$ cat config.mk
export PLATFORM = sky130hd
export DESIGN_NAME = sar_adc_sequencer
export DESIGN_NICKNAME = d
export VERILOG_FILES = /design/src/design/conv_clock_prescaler.v /design/src/design/sar_bit_search.v /design/src/design/sar_adc_sequencer.v
export VERILOG_INCLUDE_DIRS = /design/src /design/src/design
export SDC_FILE = /design/constraint.sdc
export NUM_CORES = 1
export LEC_CHECK = 0
export ABC_AREA = 1
export ABC_CLOCK_PERIOD_IN_PS = 3800
export BUFFER_PORTS_ARGS = -buffer_cell sky130_fd_sc_hd__buf_2
export CAP_MARGIN = 20
export CELL_PAD_IN_SITES_DETAIL_PLACEMENT = 0
export CELL_PAD_IN_SITES_GLOBAL_PLACEMENT = 2
export CORE_ASPECT_RATIO = 1.4
export CORE_MARGIN = 2
export CORE_UTILIZATION = 31
export CTS_CLUSTER_SIZE = 20
export DETAILED_ROUTE_END_ITERATION = 10
export PLACE_DENSITY_LB_ADDON = 0.1
export SETUP_SLACK_MARGIN = 0.02
export SLEW_MARGIN = 20
export SYNTH_ARGS = -nofsm -noshare
export SYNTH_HDL_FRONTEND = slang
export SYNTH_SLANG_ARGS = --single-unit
$ cat constraint.sdc
create_clock -name aclk -period 3.8 [get_ports aclk]
set_clock_uncertainty 0.2 [all_clocks]
set_input_delay 0.76 -clock aclk [delete_from_list [all_inputs] [get_ports aclk]]
set_output_delay 0.76 -clock aclk [all_outputs]
set_load 0.005 [all_outputs]
$ cat src/design/sar_adc_defines.vh
// Purpose: constants for the SAR converter sequencer
// Assumes: AXI4-Lite byte address is four times the register index
// Notes: How it works list below
//
// How it works
// channel select picks input equal to code
// gate bit disconnects or connects selected input
// resolution bit: zero 8-bit, one 12-bit
// clock select divides oscillator 16/8/1/2
// start needs enable; clearing enable stops
// completion sets end flag, irq flag, result
// start bit self-clears when conversion ends
// end flag low while busy, high after
// enabled irq flag raises interrupt, vector 15H
// software clears irq flag, hardware never does
// runs in green mode, completion wakes system
// time runs from start to end flag
// 12-bit takes 64 conversion clocks
// 8-bit takes 48 conversion clocks
// bits 11:4 high byte, 3:0 low nibble
// 8-bit result sits in high byte only
// result read-only, undefined after reset
// code is input over reference times 4096
// channel-0 gating, analog select, pulldown set mode
// software orders battery measurement enable steps
// software programs settings before setting start
// writing start one clears end flag
// software waits warm-up after enabling converter
// settings latched at start, held until end
`ifndef SAR_ADC_DEFINES_VH
`define SAR_ADC_DEFINES_VH

// register indices; byte address is index * 4
`define IDX_MODE 10'h0c8
`define IDX_RESULT_HI 10'h0c9
`define IDX_RATE_RES 10'h0ca
`define IDX_EXT_CTRL 10'h0cc

// converter_mode_ctrl fields
`define MODE_ENABLE 7
`define MODE_START 6
`define MODE_EOC 5
`define MODE_GATE 4
// rate_resolution_low_nibble fields
`define RATE_HVGATE 7
`define RATE_CKS1 6
`define RATE_RES 5
`define RATE_CKS0 4
`define RATE_HVGATE_RST 1'b1
// ext_ctrl fields
`define EXT_IRQ_FLAG 0
`define EXT_IRQ_EN 1
`define EXT_PURE 2
`define EXT_PDN 3

// prescaler terminal counts (divide minus one)
`define CKS_LIM_16 4'h0f
`define CKS_LIM_8 4'h07
`define CKS_LIM_1 4'h00
`define CKS_LIM_2 4'h01

// conversion clock counts: 16 sampling, then 4 per bit
`define LAST_TICK_12 6'h3f
`define LAST_TICK_8 6'h2f
`define PERIOD_END 2'h3
`define SAMPLE_PHASE 2'h0

`define SAR_MID 12'h0800
`define IRQ_VECTOR 8'h15
`define RESP_OKAY 2'h0
`define RESP_SLVERR 2'h2

`endif

$ cat src/design/conv_clock_prescaler.v
// Purpose: conversion clock tick from the oscillator clock
// Assumes: aclk is the high oscillator
// Notes: clear restarts the period so the first tick is a full one
`timescale 1ns/10ps
`default_nettype none
`include "sar_adc_defines.vh"
module conv_clock_prescaler
(
	// clock and reset
	input wire aclk,
	input wire aresetn,
	// control
	input wire clear,
	input wire [1:0] clock_select,
	// tick out
	output wire tick
);
	reg [3:0] cnt_ff;
	reg [3:0] limit;

	always @*
	begin
		case (clock_select)
			2'h0: limit = `CKS_LIM_16;
			2'h1: limit = `CKS_LIM_8;
			2'h2: limit = `CKS_LIM_1;
			default: limit = `CKS_LIM_2;
		endcase
	end

	assign tick = (cnt_ff == limit) && !clear;

	always @(posedge aclk)
	begin
		if (!aresetn || clear || tick)
			cnt_ff <= 4'h0;
		else
			cnt_ff <= cnt_ff + 4'h1;
	end
endmodule
`default_nettype wire

$ cat src/design/sar_bit_search.v
// Purpose: successive approximation trial register
// Assumes: compare_high is one when input >= trial code
// Notes: 8-bit mode stops after bit 4, low nibble stays zero
`timescale 1ns/10ps
`default_nettype none
`include "sar_adc_defines.vh"
module sar_bit_search
(
	// clock and reset
	input wire aclk,
	input wire aresetn,
	// control
	input wire init,
	input wire step,
	input wire twelve_bit,
	input wire compare_high,
	// trial code to the dac
	output reg [11:0] code_ff
);
	reg [11:0] bit_ff;
	reg [11:0] nxt_bit;

	always @*
	begin
		nxt_bit = bit_ff >> 1;
		if (!twelve_bit && bit_ff[4])
			nxt_bit = 12'h0000;
	end

	always @(posedge aclk)
	begin
		if (!aresetn)
		begin
			code_ff <= `SAR_MID;
			bit_ff <= `SAR_MID;
		end
		else if (init)
		begin
			code_ff <= `SAR_MID;
			bit_ff <= `SAR_MID;
		end
		else if (step)
		begin
			// keep the bit if input is at or above the trial
			code_ff <= (compare_high ? code_ff : (code_ff & ~bit_ff))
				| nxt_bit;
			bit_ff <= nxt_bit;
		end
	end
endmodule
`default_nettype wire

$ cat src/design/sar_adc_sequencer.v
// Purpose: register file and sequencer for a 16-input SAR converter
// Assumes: AXI4-Lite slave, one write and one read in flight
// Notes: result buffer has no reset and reads unknown until first result
//
// Register access over AXI4-Lite was left to the implementer.
`timescale 1ns/10ps
`default_nettype none
`include "sar_adc_defines.vh"
module sar_adc_sequencer
(
	// clock and reset
	input wire aclk,
	input wire aresetn,
	// axi write address
	input wire [11:0] s_axi_awaddr,
	input wire s_axi_awvalid,
	output reg s_axi_awready,
	// axi write data
	input wire [31:0] s_axi_wdata,
	input wire [3:0] s_axi_wstrb,
	input wire s_axi_wvalid,
	output reg s_axi_wready,
	// axi write response
	output reg [1:0] s_axi_bresp,
	output reg s_axi_bvalid,
	input wire s_axi_bready,
	// axi read
	input wire [11:0] s_axi_araddr,
	input wire s_axi_arvalid,
	output reg s_axi_arready,
	output reg [31:0] s_axi_rdata,
	output reg [1:0] s_axi_rresp,
	output reg s_axi_rvalid,
	input wire s_axi_rready,
	// analog macro
	input wire compare_high,
	output wire [11:0] dac_code,
	output reg [3:0] mux_channel_ff,
	output reg mux_connect_ff,
	output reg converter_power_ff,
	output reg sample_hold_ff,
	output reg hv_detect_ff,
	output reg ch0_pulldown_ff,
	output reg ch0_analog_ff,
	// system
	input wire green_mode,
	output reg irq_ff,
	output reg [7:0] irq_vector_ff,
	output reg wake_req_ff
);
	localparam ST_IDLE = 3'b001;
	localparam ST_RUN = 3'b010;
	localparam ST_DONE = 3'b100;

	// software visible state
	reg converter_enable_ff;
	reg conversion_start_ff;
	reg eoc_ff;
	reg global_channel_gate_ff;
	reg [3:0] channel_select_ff;
	reg ch0_hv_gate_enable_ff;
	reg [1:0] conversion_clock_select_ff;
	reg resolution_select_ff;
	reg [11:0] result_ff;
	reg conversion_irq_flag_ff;
	reg conversion_irq_enable_ff;
	reg ch0_pure_analog_select_ff;
	reg ch0_pulldown_enable_ff;

	// settings held for the conversion in flight
	reg [3:0] lat_channel_ff;
	reg lat_twelve_ff;
	reg [1:0] lat_cks_ff;
	reg [2:0] state_ff;
	reg [5:0] tick_cnt_ff;

	// bus holding state
	reg aw_have_ff;
	reg w_have_ff;
	reg [9:0] waddr_ff;
	reg [7:0] wdata_ff;
	reg wlane_ff;

	wire tick;
	wire start_go;
	wire abort;
	wire finish;
	wire sar_step;
	wire last_tick;
	wire do_write;
	wire wr_mode;
	wire wr_rate;
	wire wr_ext;

	function addr_ok;
		input [9:0] idx;
		begin
			addr_ok = (idx == `IDX_MODE) || (idx == `IDX_RESULT_HI)
				|| (idx == `IDX_RATE_RES) || (idx == `IDX_EXT_CTRL);
		end
	endfunction

	function [7:0] read_reg;
		input [9:0] idx;
		begin
			case (idx)
				`IDX_MODE:
					read_reg = {converter_enable_ff, conversion_start_ff,
						eoc_ff, global_channel_gate_ff,
						channel_select_ff};
				`IDX_RESULT_HI:
					read_reg = result_ff[11:4];
				`IDX_RATE_RES:
					read_reg = {ch0_hv_gate_enable_ff,
						conversion_clock_select_ff[1],
						resolution_select_ff,
						conversion_clock_select_ff[0],
						result_ff[3:0]};
				`IDX_EXT_CTRL:
					read_reg = {4'h0, ch0_pulldown_enable_ff,
						ch0_pure_analog_select_ff,
						conversion_irq_enable_ff,
						conversion_irq_flag_ff};
				default:
					read_reg = 8'h00;
			endcase
		end
	endfunction

	// write channel: address and data taken in either order
	assign do_write = aw_have_ff && w_have_ff && !s_axi_bvalid;
	assign wr_mode = do_write && wlane_ff && (waddr_ff == `IDX_MODE);
	assign wr_rate = do_write && wlane_ff && (waddr_ff == `IDX_RATE_RES);
	assign wr_ext = do_write && wlane_ff && (waddr_ff == `IDX_EXT_CTRL);

	always @(posedge aclk)
	begin
		if (!aresetn)
		begin
			s_axi_awready <= 1'b1;
			s_axi_wready <= 1'b1;
			s_axi_bvalid <= 1'b0;
			s_axi_bresp <= `RESP_OKAY;
			aw_have_ff <= 1'b0;
			w_have_ff <= 1'b0;
			waddr_ff <= 10'h000;
			wdata_ff <= 8'h00;
			wlane_ff <= 1'b0;
		end
		else
		begin
			if (s_axi_awvalid && s_axi_awready)
			begin
				aw_have_ff <= 1'b1;
				s_axi_awready <= 1'b0;
				waddr_ff <= s_axi_awaddr[11:2];
			end
			if (s_axi_wvalid && s_axi_wready)
			begin
				w_have_ff <= 1'b1;
				s_axi_wready <= 1'b0;
				wdata_ff <= s_axi_wdata[7:0];
				wlane_ff <= s_axi_wstrb[0];
			end
			if (do_write)
			begin
				aw_have_ff <= 1'b0;
				w_have_ff <= 1'b0;
				s_axi_bvalid <= 1'b1;
				s_axi_bresp <= addr_ok(waddr_ff) ? `RESP_OKAY
					: `RESP_SLVERR;
			end
			if (s_axi_bvalid && s_axi_bready)
			begin
				s_axi_bvalid <= 1'b0;
				s_axi_awready <= 1'b1;
				s_axi_wready <= 1'b1;
			end
		end
	end

	// read channel: data registered on the same edge that takes the address
	always @(posedge aclk)
	begin
		if (!aresetn)
		begin
			s_axi_arready <= 1'b1;
			s_axi_rvalid <= 1'b0;
			s_axi_rdata <= 32'h0000_0000;
			s_axi_rresp <= `RESP_OKAY;
		end
		else if (s_axi_arvalid && s_axi_arready)
		begin
			s_axi_arready <= 1'b0;
			s_axi_rvalid <= 1'b1;
			s_axi_rdata <= {24'h00_0000, read_reg(s_axi_araddr[11:2])};
			s_axi_rresp <= addr_ok(s_axi_araddr[11:2]) ? `RESP_OKAY
				: `RESP_SLVERR;
		end
		else if (s_axi_rvalid && s_axi_rready)
		begin
			s_axi_rvalid <= 1'b0;
			s_axi_arready <= 1'b1;
		end
	end

	// sequencer
	assign start_go = (state_ff == ST_IDLE) && converter_enable_ff
		&& conversion_start_ff;
	assign abort = !converter_enable_ff || !conversion_start_ff;
	assign last_tick = tick && (tick_cnt_ff == (lat_twelve_ff ?
		`LAST_TICK_12 : `LAST_TICK_8));
	// a bit decision closes each four-tick period after sampling
	assign sar_step = (state_ff == ST_RUN) && tick
		&& (tick_cnt_ff[1:0] == `PERIOD_END)
		&& (tick_cnt_ff[5:4] != `SAMPLE_PHASE);
	assign finish = (state_ff == ST_DONE);

	always @(posedge aclk)
	begin
		if (!aresetn)
		begin
			state_ff <= ST_IDLE;
			tick_cnt_ff <= 6'h00;
			lat_channel_ff <= 4'h0;
			lat_twelve_ff <= 1'b0;
			lat_cks_ff <= 2'h0;
		end
		else
		begin
			case (state_ff)
				ST_IDLE:
					if (start_go)
					begin
						state_ff <= ST_RUN;
						tick_cnt_ff <= 6'h00;
						lat_channel_ff <= channel_select_ff;
						lat_twelve_ff <= resolution_select_ff;
						lat_cks_ff <= conversion_clock_select_ff;
					end
				ST_RUN:
					if (abort)
						state_ff <= ST_IDLE;
					else if (last_tick)
						state_ff <= ST_DONE;
					else if (tick)
						tick_cnt_ff <= tick_cnt_ff + 6'h01;
				ST_DONE:
					state_ff <= ST_IDLE;
				default:
					state_ff <= ST_IDLE;
			endcase
		end
	end

	// result buffer has no reset on purpose; software only reads it
	always @(posedge aclk)
	begin
		if (finish)
			result_ff <= dac_code;
	end

	// software registers with hardware side effects
	always @(posedge aclk)
	begin
		if (!aresetn)
		begin
			converter_enable_ff <= 1'b0;
			conversion_start_ff <= 1'b0;
			eoc_ff <= 1'b0;
			global_channel_gate_ff <= 1'b0;
			channel_select_ff <= 4'h0;
			ch0_hv_gate_enable_ff <= `RATE_HVGATE_RST;
			conversion_clock_select_ff <= 2'h0;
			resolution_select_ff <= 1'b0;
			conversion_irq_flag_ff <= 1'b0;
			conversion_irq_enable_ff <= 1'b0;
			ch0_pure_analog_select_ff <= 1'b0;
			ch0_pulldown_enable_ff <= 1'b0;
		end
		else
		begin
			if (wr_mode)
			begin
				converter_enable_ff <= wdata_ff[`MODE_ENABLE];
				global_channel_gate_ff <= wdata_ff[`MODE_GATE];
				channel_select_ff <= wdata_ff[3:0];
			end
			// a fresh software start beats the completion clear
			if (wr_mode)
				conversion_start_ff <= wdata_ff[`MODE_START];
			else if (finish || !converter_enable_ff)
				conversion_start_ff <= 1'b0;
			// completion wins over a clear in the same cycle
			if (finish)
				eoc_ff <= 1'b1;
			else if (wr_mode && (wdata_ff[`MODE_START]
				|| !wdata_ff[`MODE_EOC]))
				eoc_ff <= 1'b0;
			if (wr_rate)
			begin
				ch0_hv_gate_enable_ff <= wdata_ff[`RATE_HVGATE];
				conversion_clock_select_ff <= {wdata_ff[`RATE_CKS1],
					wdata_ff[`RATE_CKS0]};
				resolution_select_ff <= wdata_ff[`RATE_RES];
			end
			if (finish)
				conversion_irq_flag_ff <= 1'b1;
			else if (wr_ext && !wdata_ff[`EXT_IRQ_FLAG])
				conversion_irq_flag_ff <= 1'b0;
			if (wr_ext)
			begin
				conversion_irq_enable_ff <= wdata_ff[`EXT_IRQ_EN];
				ch0_pure_analog_select_ff <= wdata_ff[`EXT_PURE];
				ch0_pulldown_enable_ff <= wdata_ff[`EXT_PDN];
			end
		end
	end

	// analog and system outputs, all registered
	always @(posedge aclk)
	begin
		if (!aresetn)
		begin
			mux_channel_ff <= 4'h0;
			mux_connect_ff <= 1'b0;
			converter_power_ff <= 1'b0;
			sample_hold_ff <= 1'b0;
			hv_detect_ff <= 1'b0;
			ch0_pulldown_ff <= 1'b0;
			ch0_analog_ff <= 1'b0;
			irq_ff <= 1'b0;
			irq_vector_ff <= 8'h00;
			wake_req_ff <= 1'b0;
		end
		else
		begin
			mux_channel_ff <= (state_ff == ST_IDLE) ? channel_select_ff
				: lat_channel_ff;
			// input 0 carries nothing while gated in analog mode
			mux_connect_ff <= converter_enable_ff && global_channel_gate_ff
				&& !((mux_channel_ff == 4'h0) && ch0_hv_gate_enable_ff
				&& ch0_pure_analog_select_ff);
			converter_power_ff <= converter_enable_ff;
			sample_hold_ff <= (state_ff == ST_RUN) && !abort
				&& (tick_cnt_ff[5:4] == `SAMPLE_PHASE);
			hv_detect_ff <= !ch0_hv_gate_enable_ff
				&& ch0_pure_analog_select_ff
				&& ch0_pulldown_enable_ff;
			ch0_pulldown_ff <= ch0_pulldown_enable_ff;
			ch0_analog_ff <= ch0_pure_analog_select_ff;
			irq_ff <= conversion_irq_flag_ff && conversion_irq_enable_ff;
			irq_vector_ff <= (conversion_irq_flag_ff
				&& conversion_irq_enable_ff) ? `IRQ_VECTOR : 8'h00;
			wake_req_ff <= finish && green_mode;
		end
	end

	conv_clock_prescaler u_prescaler
	(
		.aclk(aclk),
		.aresetn(aresetn),
		.clear(start_go),
		.clock_select(lat_cks_ff),
		.tick(tick)
	);

	sar_bit_search u_sar
	(
		.aclk(aclk),
		.aresetn(aresetn),
		.init(start_go),
		.step(sar_step),
		.twelve_bit(lat_twelve_ff),
		.compare_high(compare_high),
		.code_ff(dac_code)
	);
endmodule
`default_nettype wire

==> results of run 1 <==
## state kept, by name (all words and copies together) (netlist names), 2 cells and up
signal,flops
channel_select_ff,4
conversion_clock_select_ff,2
lat_channel_ff,4
lat_cks_ff,2
mux_channel_ff,4
result_ff,12
s_axi_rdata,8
state_ff,3
tick_cnt_ff,6
u_prescaler.cnt_ff,4
u_sar.bit_ff,12
u_sar.code_ff,12
waddr_ff,10
wdata_ff,8
## critical path: cells and delay by family, from the launching register on
kind | cells | cell delay [ns]
compound gates | 1 | 0.16
flops | 1 | 0.43
buf+inv | 3 | 0.87
simple gates | 3 | 0.42
## routing by layer
layer	global-route usage	up-vias
li1	-	2185
met1	0.173	1939
met2	0.273	73
met3	0.0486	13
met4	0.0488	0
met5	0	-
## synthesized netlist by cell type (all sizes together)
cell type and number:
dfxtp 108, a21oi 63, a21boi 1, a21o 1
nor3b 2, o21ai 59, ha 2, clkinv 2
a211oi 3, o211ai 1, or2 2, nand4 6
conb 1, o2111ai 1, nand2 110, nor3 7
inv 56, edfxtp 12, xnor2 2, xor2 1
buf 43, clkbuf 11, nor2 74, nor4 1
nand3 67
## power breakdown
group / switching [mW] / internal, mW
sequential: 0.0199 / 1.30
clock: 0.578 / 1.03
combinational: 0.0903 / 0.0455
total: 0.688 / 2.38
## through the flow
stage,cell area (um2),instances,hold slack (ns)
after global placement,5460,894,0.240
after CTS,6050,926,0.252
after detailed placement,5460,894,0.239
after global routing,6050,926,0.271
final,6050,926,0.247
after floorplan,5130,666,0.221
## worst max-delay path by stage
| stage | from | slack, ns | end | cells after the start |
|---|---|---|---|---|
| 6_report | converter_enable_ff | 1.57 | lat_channel_ff[2] | 7 |
| 2_1_floorplan | state_ff[2] | 1.78 | conversion_start_ff | 5 |
| 3_3_place_gp | s_axi_araddr[11] | 1.43 | s_axi_rdata[1] | 9 |
| 5_1_grt | converter_enable_ff | 1.31 | lat_channel_ff[2] | 7 |
| 4_1_cts | converter_enable_ff | 1.52 | lat_channel_ff[2] | 7 |
| 3_5_place_dp | s_axi_araddr[11] | 1.40 | s_axi_rdata[2] | 9 |
## cell usage in the layout (no fill, tap or decap), types with 3 or more instances in the layout
cell type  instances
conb_1            31
nand3_1           65
a21oi_1           62
inv_1             54
nand2_1          103
buf_2             79
nor3_1             7
nand4_1            6
nor2_4             4
o21ai_1            4
buf_4              4
clkinv_2           4
clkinv_4           3
dfxtp_1          108
o21ai_0           54
nand2_2            6
clkbuf_16         17
clkinv_1           3
nor2_1            69
a211oi_1           3
bufinv_16          3
edfxtp_1          12
## layout make-up
type | count | area (um2)
Clock buffer | 19 | 433
Clock inverter | 13 | 155
Fill cell | 1721 | 9990
Inverter | 58 | 218
Multi-Input combinational cell | 434 | 2040
Sequential cell | 120 | 2520
Tap cell | 199 | 249
Timing Repair Buffer | 83 | 425
## cell families (layout without fill, tap and decap cells)
kind of cell | Yosys count | in the layout | synth area share
compound gates | 129 | 129 | 0.135
xor+xnor | 3 | 3 | 0.00524
simple gates | 269 | 269 | 0.239
buf+inv | 112 | 173 | 0.113
fa+ha+maj | 2 | 2 | 0.00498
other cells | 1 | 31 | 0.000747
flops | 120 | 120 | 0.502
==> metrics.md, run 1 <==
| Metric | Value |
|---|---|
| Setup Buffers After CTS | `0` |
| CORE AREA | `~0.016 mm2` |
| Worst Setup Slack, final | `roughly 1.6 ns` |
| Boundary Pins | `approximately 140` |
| Starting Density | `0.313` |
| Slowest-stage cell, CP | `inv_1` |
| Netlist cell types | `36` |
| Hold buffer count at CTS | `0` |
| Worst endpoint required time | `around 3.9 ns` |
| Die width | `between 100 and 150 um` |
| Max Freq | `around 0.45 GHz` |
| Critical Path Start Type | `flop` |
| Slew @ Worst Pin | `approximately 0.8 ns` |
| RePlAce Congestion | `~0.80` |
| Rows | `55` |
| Tcrit/Tclk final | `0.586` |
| Vias | `roughly 4,200` |
| 1st-pass router iterations | `4` |
| Hold Path Depth | `0` |
| Max_slew headroom | `0.473` |
| Nature of the critical path endpoint | `flop` |
| Vias per cell | `4.55` |
| Final Max Tran Viols | `0` |
| CTS buffer count | `17` |
| Root Driver | `clkbuf_16` |
| Crit-path max cell delay | `roughly 0.58 ns` |
| DRT iter0 DRCs | `170` |
| Vias in the first global route | `around 4,000` |
| Cell Area, Synth | `~0.0050 mm2` |
| Die ar. | `around 0.017 mm2` |
| First-pass GRT wire length | `20,800 um` |
| Worst-Skew Late Latency | `0.41 ns` |
| Crit path cell chain | `nand2_2, inv_2, nand3_2, inv_1, nor2_2, inv_1, o21ai_0` |
| IO buf count | `79` |
| Ratio of cells with drive above 1 in the final layout | `0.182` |
| Peak supply drop | `between 0.0002 and 0.00025 V` |
| Total GRT Usage | `0.153` |
| # DRC | `0` |
| Placed wire-length estimate | `9190 um` |
| Synth area leader | `dfxtp_1` |
| Min-delay src | `u_sar.code_ff[6]` |
| Total wire length | `12,600 um` |
| CP arrival | `~2.3 ns` |
| Synth Register Bits | `120` |
| Cell mode on critical path | `inv_1` |
| Unrepaired setup endpoints after global routing | `no` |
| TritonCTS clock tree | `yes` |
| Worst Path Max Fanout | `25` |
| Tot Pwr | `roughly 3.1 mW` |
| Grt ovf | `0` |
| Die boundary height | `roughly 150 um` |
| Ranking of synthesized cells by area | `dfxtp_1 (43%), nand2_1 (7.7%), edfxtp_1 (7.2%)` |
| Setup tns final | `0 ns` |
| R2R Path End | `lat_channel_ff[2]` |
| Met2 wire length | `about 6400 um` |
| CTS max path bufs | `2` |
| PwrDens | `between 500 and 600 mW/mm2` |
| Crit path kind | `reg2reg` |
| Initial antenna violation count | `0` |
| Htree depth | `4` |
| Reg-to-reg slack, setup | `between 1.5 and 2 ns` |
| Final Core Density | `0.377` |
| N_diodes | `0` |
| Top cell type's share of synthesized area | `0.431` |
| Max-Cap Viols | `0` |
| Yosys warnings | `0` |
| Synth-to-layout area growth | `20.5%` |
| Final setup fails | `0` |
| Pin count of the biggest net entering global routing | `between 50 and 60` |
| Worst-path clk slew | `0.06 ns` |
| WHS Endpoint | `result_ff[6]` |
| Worst Hold Class | `reg2reg` |
| Met3 WL | `541 um` |
| Detail Route Antenna Nets | `0` |
| Run status | `complete, no violations` |
| # nets final | `a little under 800` |
| Mean Syn Cell Area | `a little under 8 um2` |
| M1 WL | `5510 um` |
| Setup slack at placement | `1.40 ns` |
| Cell count of the worst reg-to-reg path | `7` |
| Sequential fraction of the synthesis area | `0.502` |
| DR WL/cell | `around 14 um` |
| Minimum clock period | `2.23 ns` |
| Sink Count | `120` |
| Final Hold Fails | `0` |
| Post-synthesis cell count | `roughly 640` |
| Post-CTS resize count | `0` |
| Top layer reached by signal wires | `met4` |
| Leakage power | `approximately 2.6 nW` |
| Launch point of the worst reg-to-reg path | `converter_enable_ff` |
Note: power is estimated with default switching activity, not from simulation.
==> run 2, diff against run 1 <==
- ABC_CLOCK_PERIOD_IN_PS: 3800 -> 1800
- CORE_UTILIZATION: 31 -> 26
- clock period: 3.8 -> 1.8 ns (I/O delays scaled with it)
==> run 2 against run 1 <==
- combinational power increased by 150%
- clock power increased by 99%
- clock-buffer cell count decreased by 2
- setup slack got worse by 1.5 ns
- first-iteration DRC count increased by 5.9%
- utilization decreased by 3.6 points
- maximum frequency increased by 32%
- power increased by 110%
- critical path depth increased by 1
- highest routed layer unchanged
==> metrics.md, run 2 (synthesized netlist as in run 1, its figures left out) <==
| Metric | Value |
|---|---|
| Worst Hold Class | `in2reg` |
| Htree depth | `4` |
| Vias | `~4,300` |
| Unrepaired setup endpoints after global routing | `yes` |
| PwrDens | `~970 mW/mm2` |
| Vias in the first global route | `4,141` |
| Launch point of the worst reg-to-reg path | `waddr_ff[4]` |
| Leading cell type in the layout, fill and taps excluded | `dfxtp_1` |
| Final Hold Fails | `0` |
| Placed wire-length estimate | `between 9000 and 10,000 um` |
| Die boundary height | `between 150 and 200 um` |
| Min-delay src | `s_axi_awaddr[5]` |
| Ratio of cells with drive above 1 in the final layout | `0.232` |
| DRT iter0 DRCs | `180` |
| Top Registers | `result_ff: 12 flops, u_sar.bit_ff: 12 flops, u_sar.code_ff: 12 flops` |
| Commonest non-fill, non-tap cells in the layout | `dfxtp_1 (106), nand2_1 (102), buf_2 (79), nor2_1 (66), nand3_1 (65)` |
| Non-filler cells in the finished layout | `a little over 1,000` |
| Grt met3 use | `0.0329` |
| Worst-Skew Late Latency | `0.42 ns` |
| Hold Path Depth | `3` |
| Die ar. | `roughly 0.020 mm2` |
| RePlAce Congestion | `0.795` |
| WHS Endpoint | `waddr_ff[3]` |
| CTS max path bufs | `2` |
| R2R Path End | `eoc_ff` |
| Reg-to-reg slack, setup | `0.11 ns` |
| Crit path kind | `reg2reg` |
| Tot Pwr | `6.31 mW` |
| DR WL/cell | `~13 um` |
| Sink Count | `120` |
| Pin count of the biggest net entering global routing | `58` |
| Synth-to-layout area growth | `29.7%` |
| Final Max Tran Viols | `0` |
| TritonCTS clock tree | `yes` |
| Met2 usage | `0.235` |
| Nature of the critical path endpoint | `flop` |
| Met1 usage | `0.160` |
| Critical Path Start Type | `flop` |
| CTS buffer count | `17` |
| Busiest grt layer | `met2` |
| Total wire length | `13,400 um` |
| Root Driver | `clkbuf_16` |
| CP arrival | `approximately 1.8 ns` |
| Final setup fails | `0` |
| N_diodes | `0` |
| Leakage power | `about 2.8 nW` |
| Placed Cells | `a little under 1,000` |
| Max Freq | `just under 0.6 GHz` |
| Tcrit/Tclk final | `0.937` |
| Max-Cap Viols | `0` |
| Vias per cell | `around 4.2` |
| # nets final | `between 800 and 900` |
| # DRC | `0` |
| IO buf count | `79` |
| Initial antenna violation count | `0` |
| Die width | `approximately 120 um` |
| Detail Route Antenna Nets | `0` |
| Boundary Pins | `approximately 140` |
| First-pass GRT wire length | `21,300 um` |
| Rows | `60` |
| CORE AREA | `0.0191 mm2` |
| Total GRT Usage | `0.136` |
| Run status | `complete, no violations` |
| 1st-pass router iterations | `4` |
| Starting Density | `0.263` |
| Grt ovf | `0` |
| Worst-path clk slew | `approximately 0.060 ns` |
| Cell count of the worst reg-to-reg path | `8` |
| Worst endpoint required time | `1.89 ns` |
| Minimum clock period | `about 1.7 ns` |
| Peak supply drop | `~0.00055 V` |
| Worst Path Max Fanout | `8` |
## run 2: cell types whose count changed in the layout (fill, tap and decap cells not counted), sizes merged, moves of 3 or more
cell	change
clkinvlp	+4
inv	+3
dlygate4sd3	+9
clkinv	-3
buf	+34
## run 2: final cells by class
class | count | area (um2)
clock buffers | 17 | 425
multi-input cells | 435 | 2090
clock inverters | 15 | 128
fillers | 2088 | 12600
well taps | 248 | 310
inverters | 58 | 223
flip-flops and latches | 120 | 2520
repair buffers | 126 | 808
## run 2: how the worst max path moves through the flow
stage                           from  cells past startpoint  slack, ns             endpoint
floorplan                state_ff[2]                      5       0.19  conversion_start_ff
global placement    s_axi_araddr[11]                      9       0.01       s_axi_rdata[4]
detailed placement  s_axi_araddr[11]                      9     -0.009       s_axi_rdata[4]
CTS                   tick_cnt_ff[0]                      8       0.05     u_sar.code_ff[0]
global route             waddr_ff[5]                      8     -0.005               eoc_ff
finish                   waddr_ff[4]                      8       0.11               eoc_ff
## run 2: stage by stage
| stage | util | area (um2) | hold slack, ns | TNS, ns | setup slack [ns] |
|---|---|---|---|---|---|
| final | 0.342 | 6510 | 0.0206 | 0 | 0.113 |
| after global routing | 0.342 | 6510 | 0.0220 | -0.00538 | -0.00538 |
| after CTS | 0.337 | 6420 | 0.00242 | 0 | 0.0462 |
| after detailed placement | 0.303 | 5780 | 0.242 | -0.00925 | -0.00925 |
| after global placement | 0.303 | 5780 | 0.240 | 0 | 0.0143 |
| after floorplan | - | 5140 | 0.221 | 0 | 0.192 |
## run 2: power by group
part           internal [mW]  switching (mW)
Combinational          0.136           0.202
Sequential              2.75          0.0387
Clock                   1.89            1.29
## run 2: worst max-delay path, stage by stage, from the launching register on
cell and delay [ns]:
dfxtp_1 0.31, nor2_1 0.09, nand3_1 0.16, nor2_2 0.20, nand2_1 0.12, nor2_4 0.22, o21ai_0 0.14, nand2_1 0.08
a21oi_1 0.05
## run 2: routing by layer
layer  wire (um)  vias to the layer above
met5           0                        -
met4         157                        0
met3         495                       13
met2        6780                       72
met1        6000                     1960
li1            -                     2283
## run 2: repair_timing
| action | 4_1_cts | 5_1_grt |
|---|---|---|
| endpoints found under the hold margin | 10 | 0 |
| endpoints found under the setup margin | 0 | 43 |
| resized for setup | 0 | 24 |
| buffers inserted | 0 | 4 |
| hold buffers | 9 | 0 |
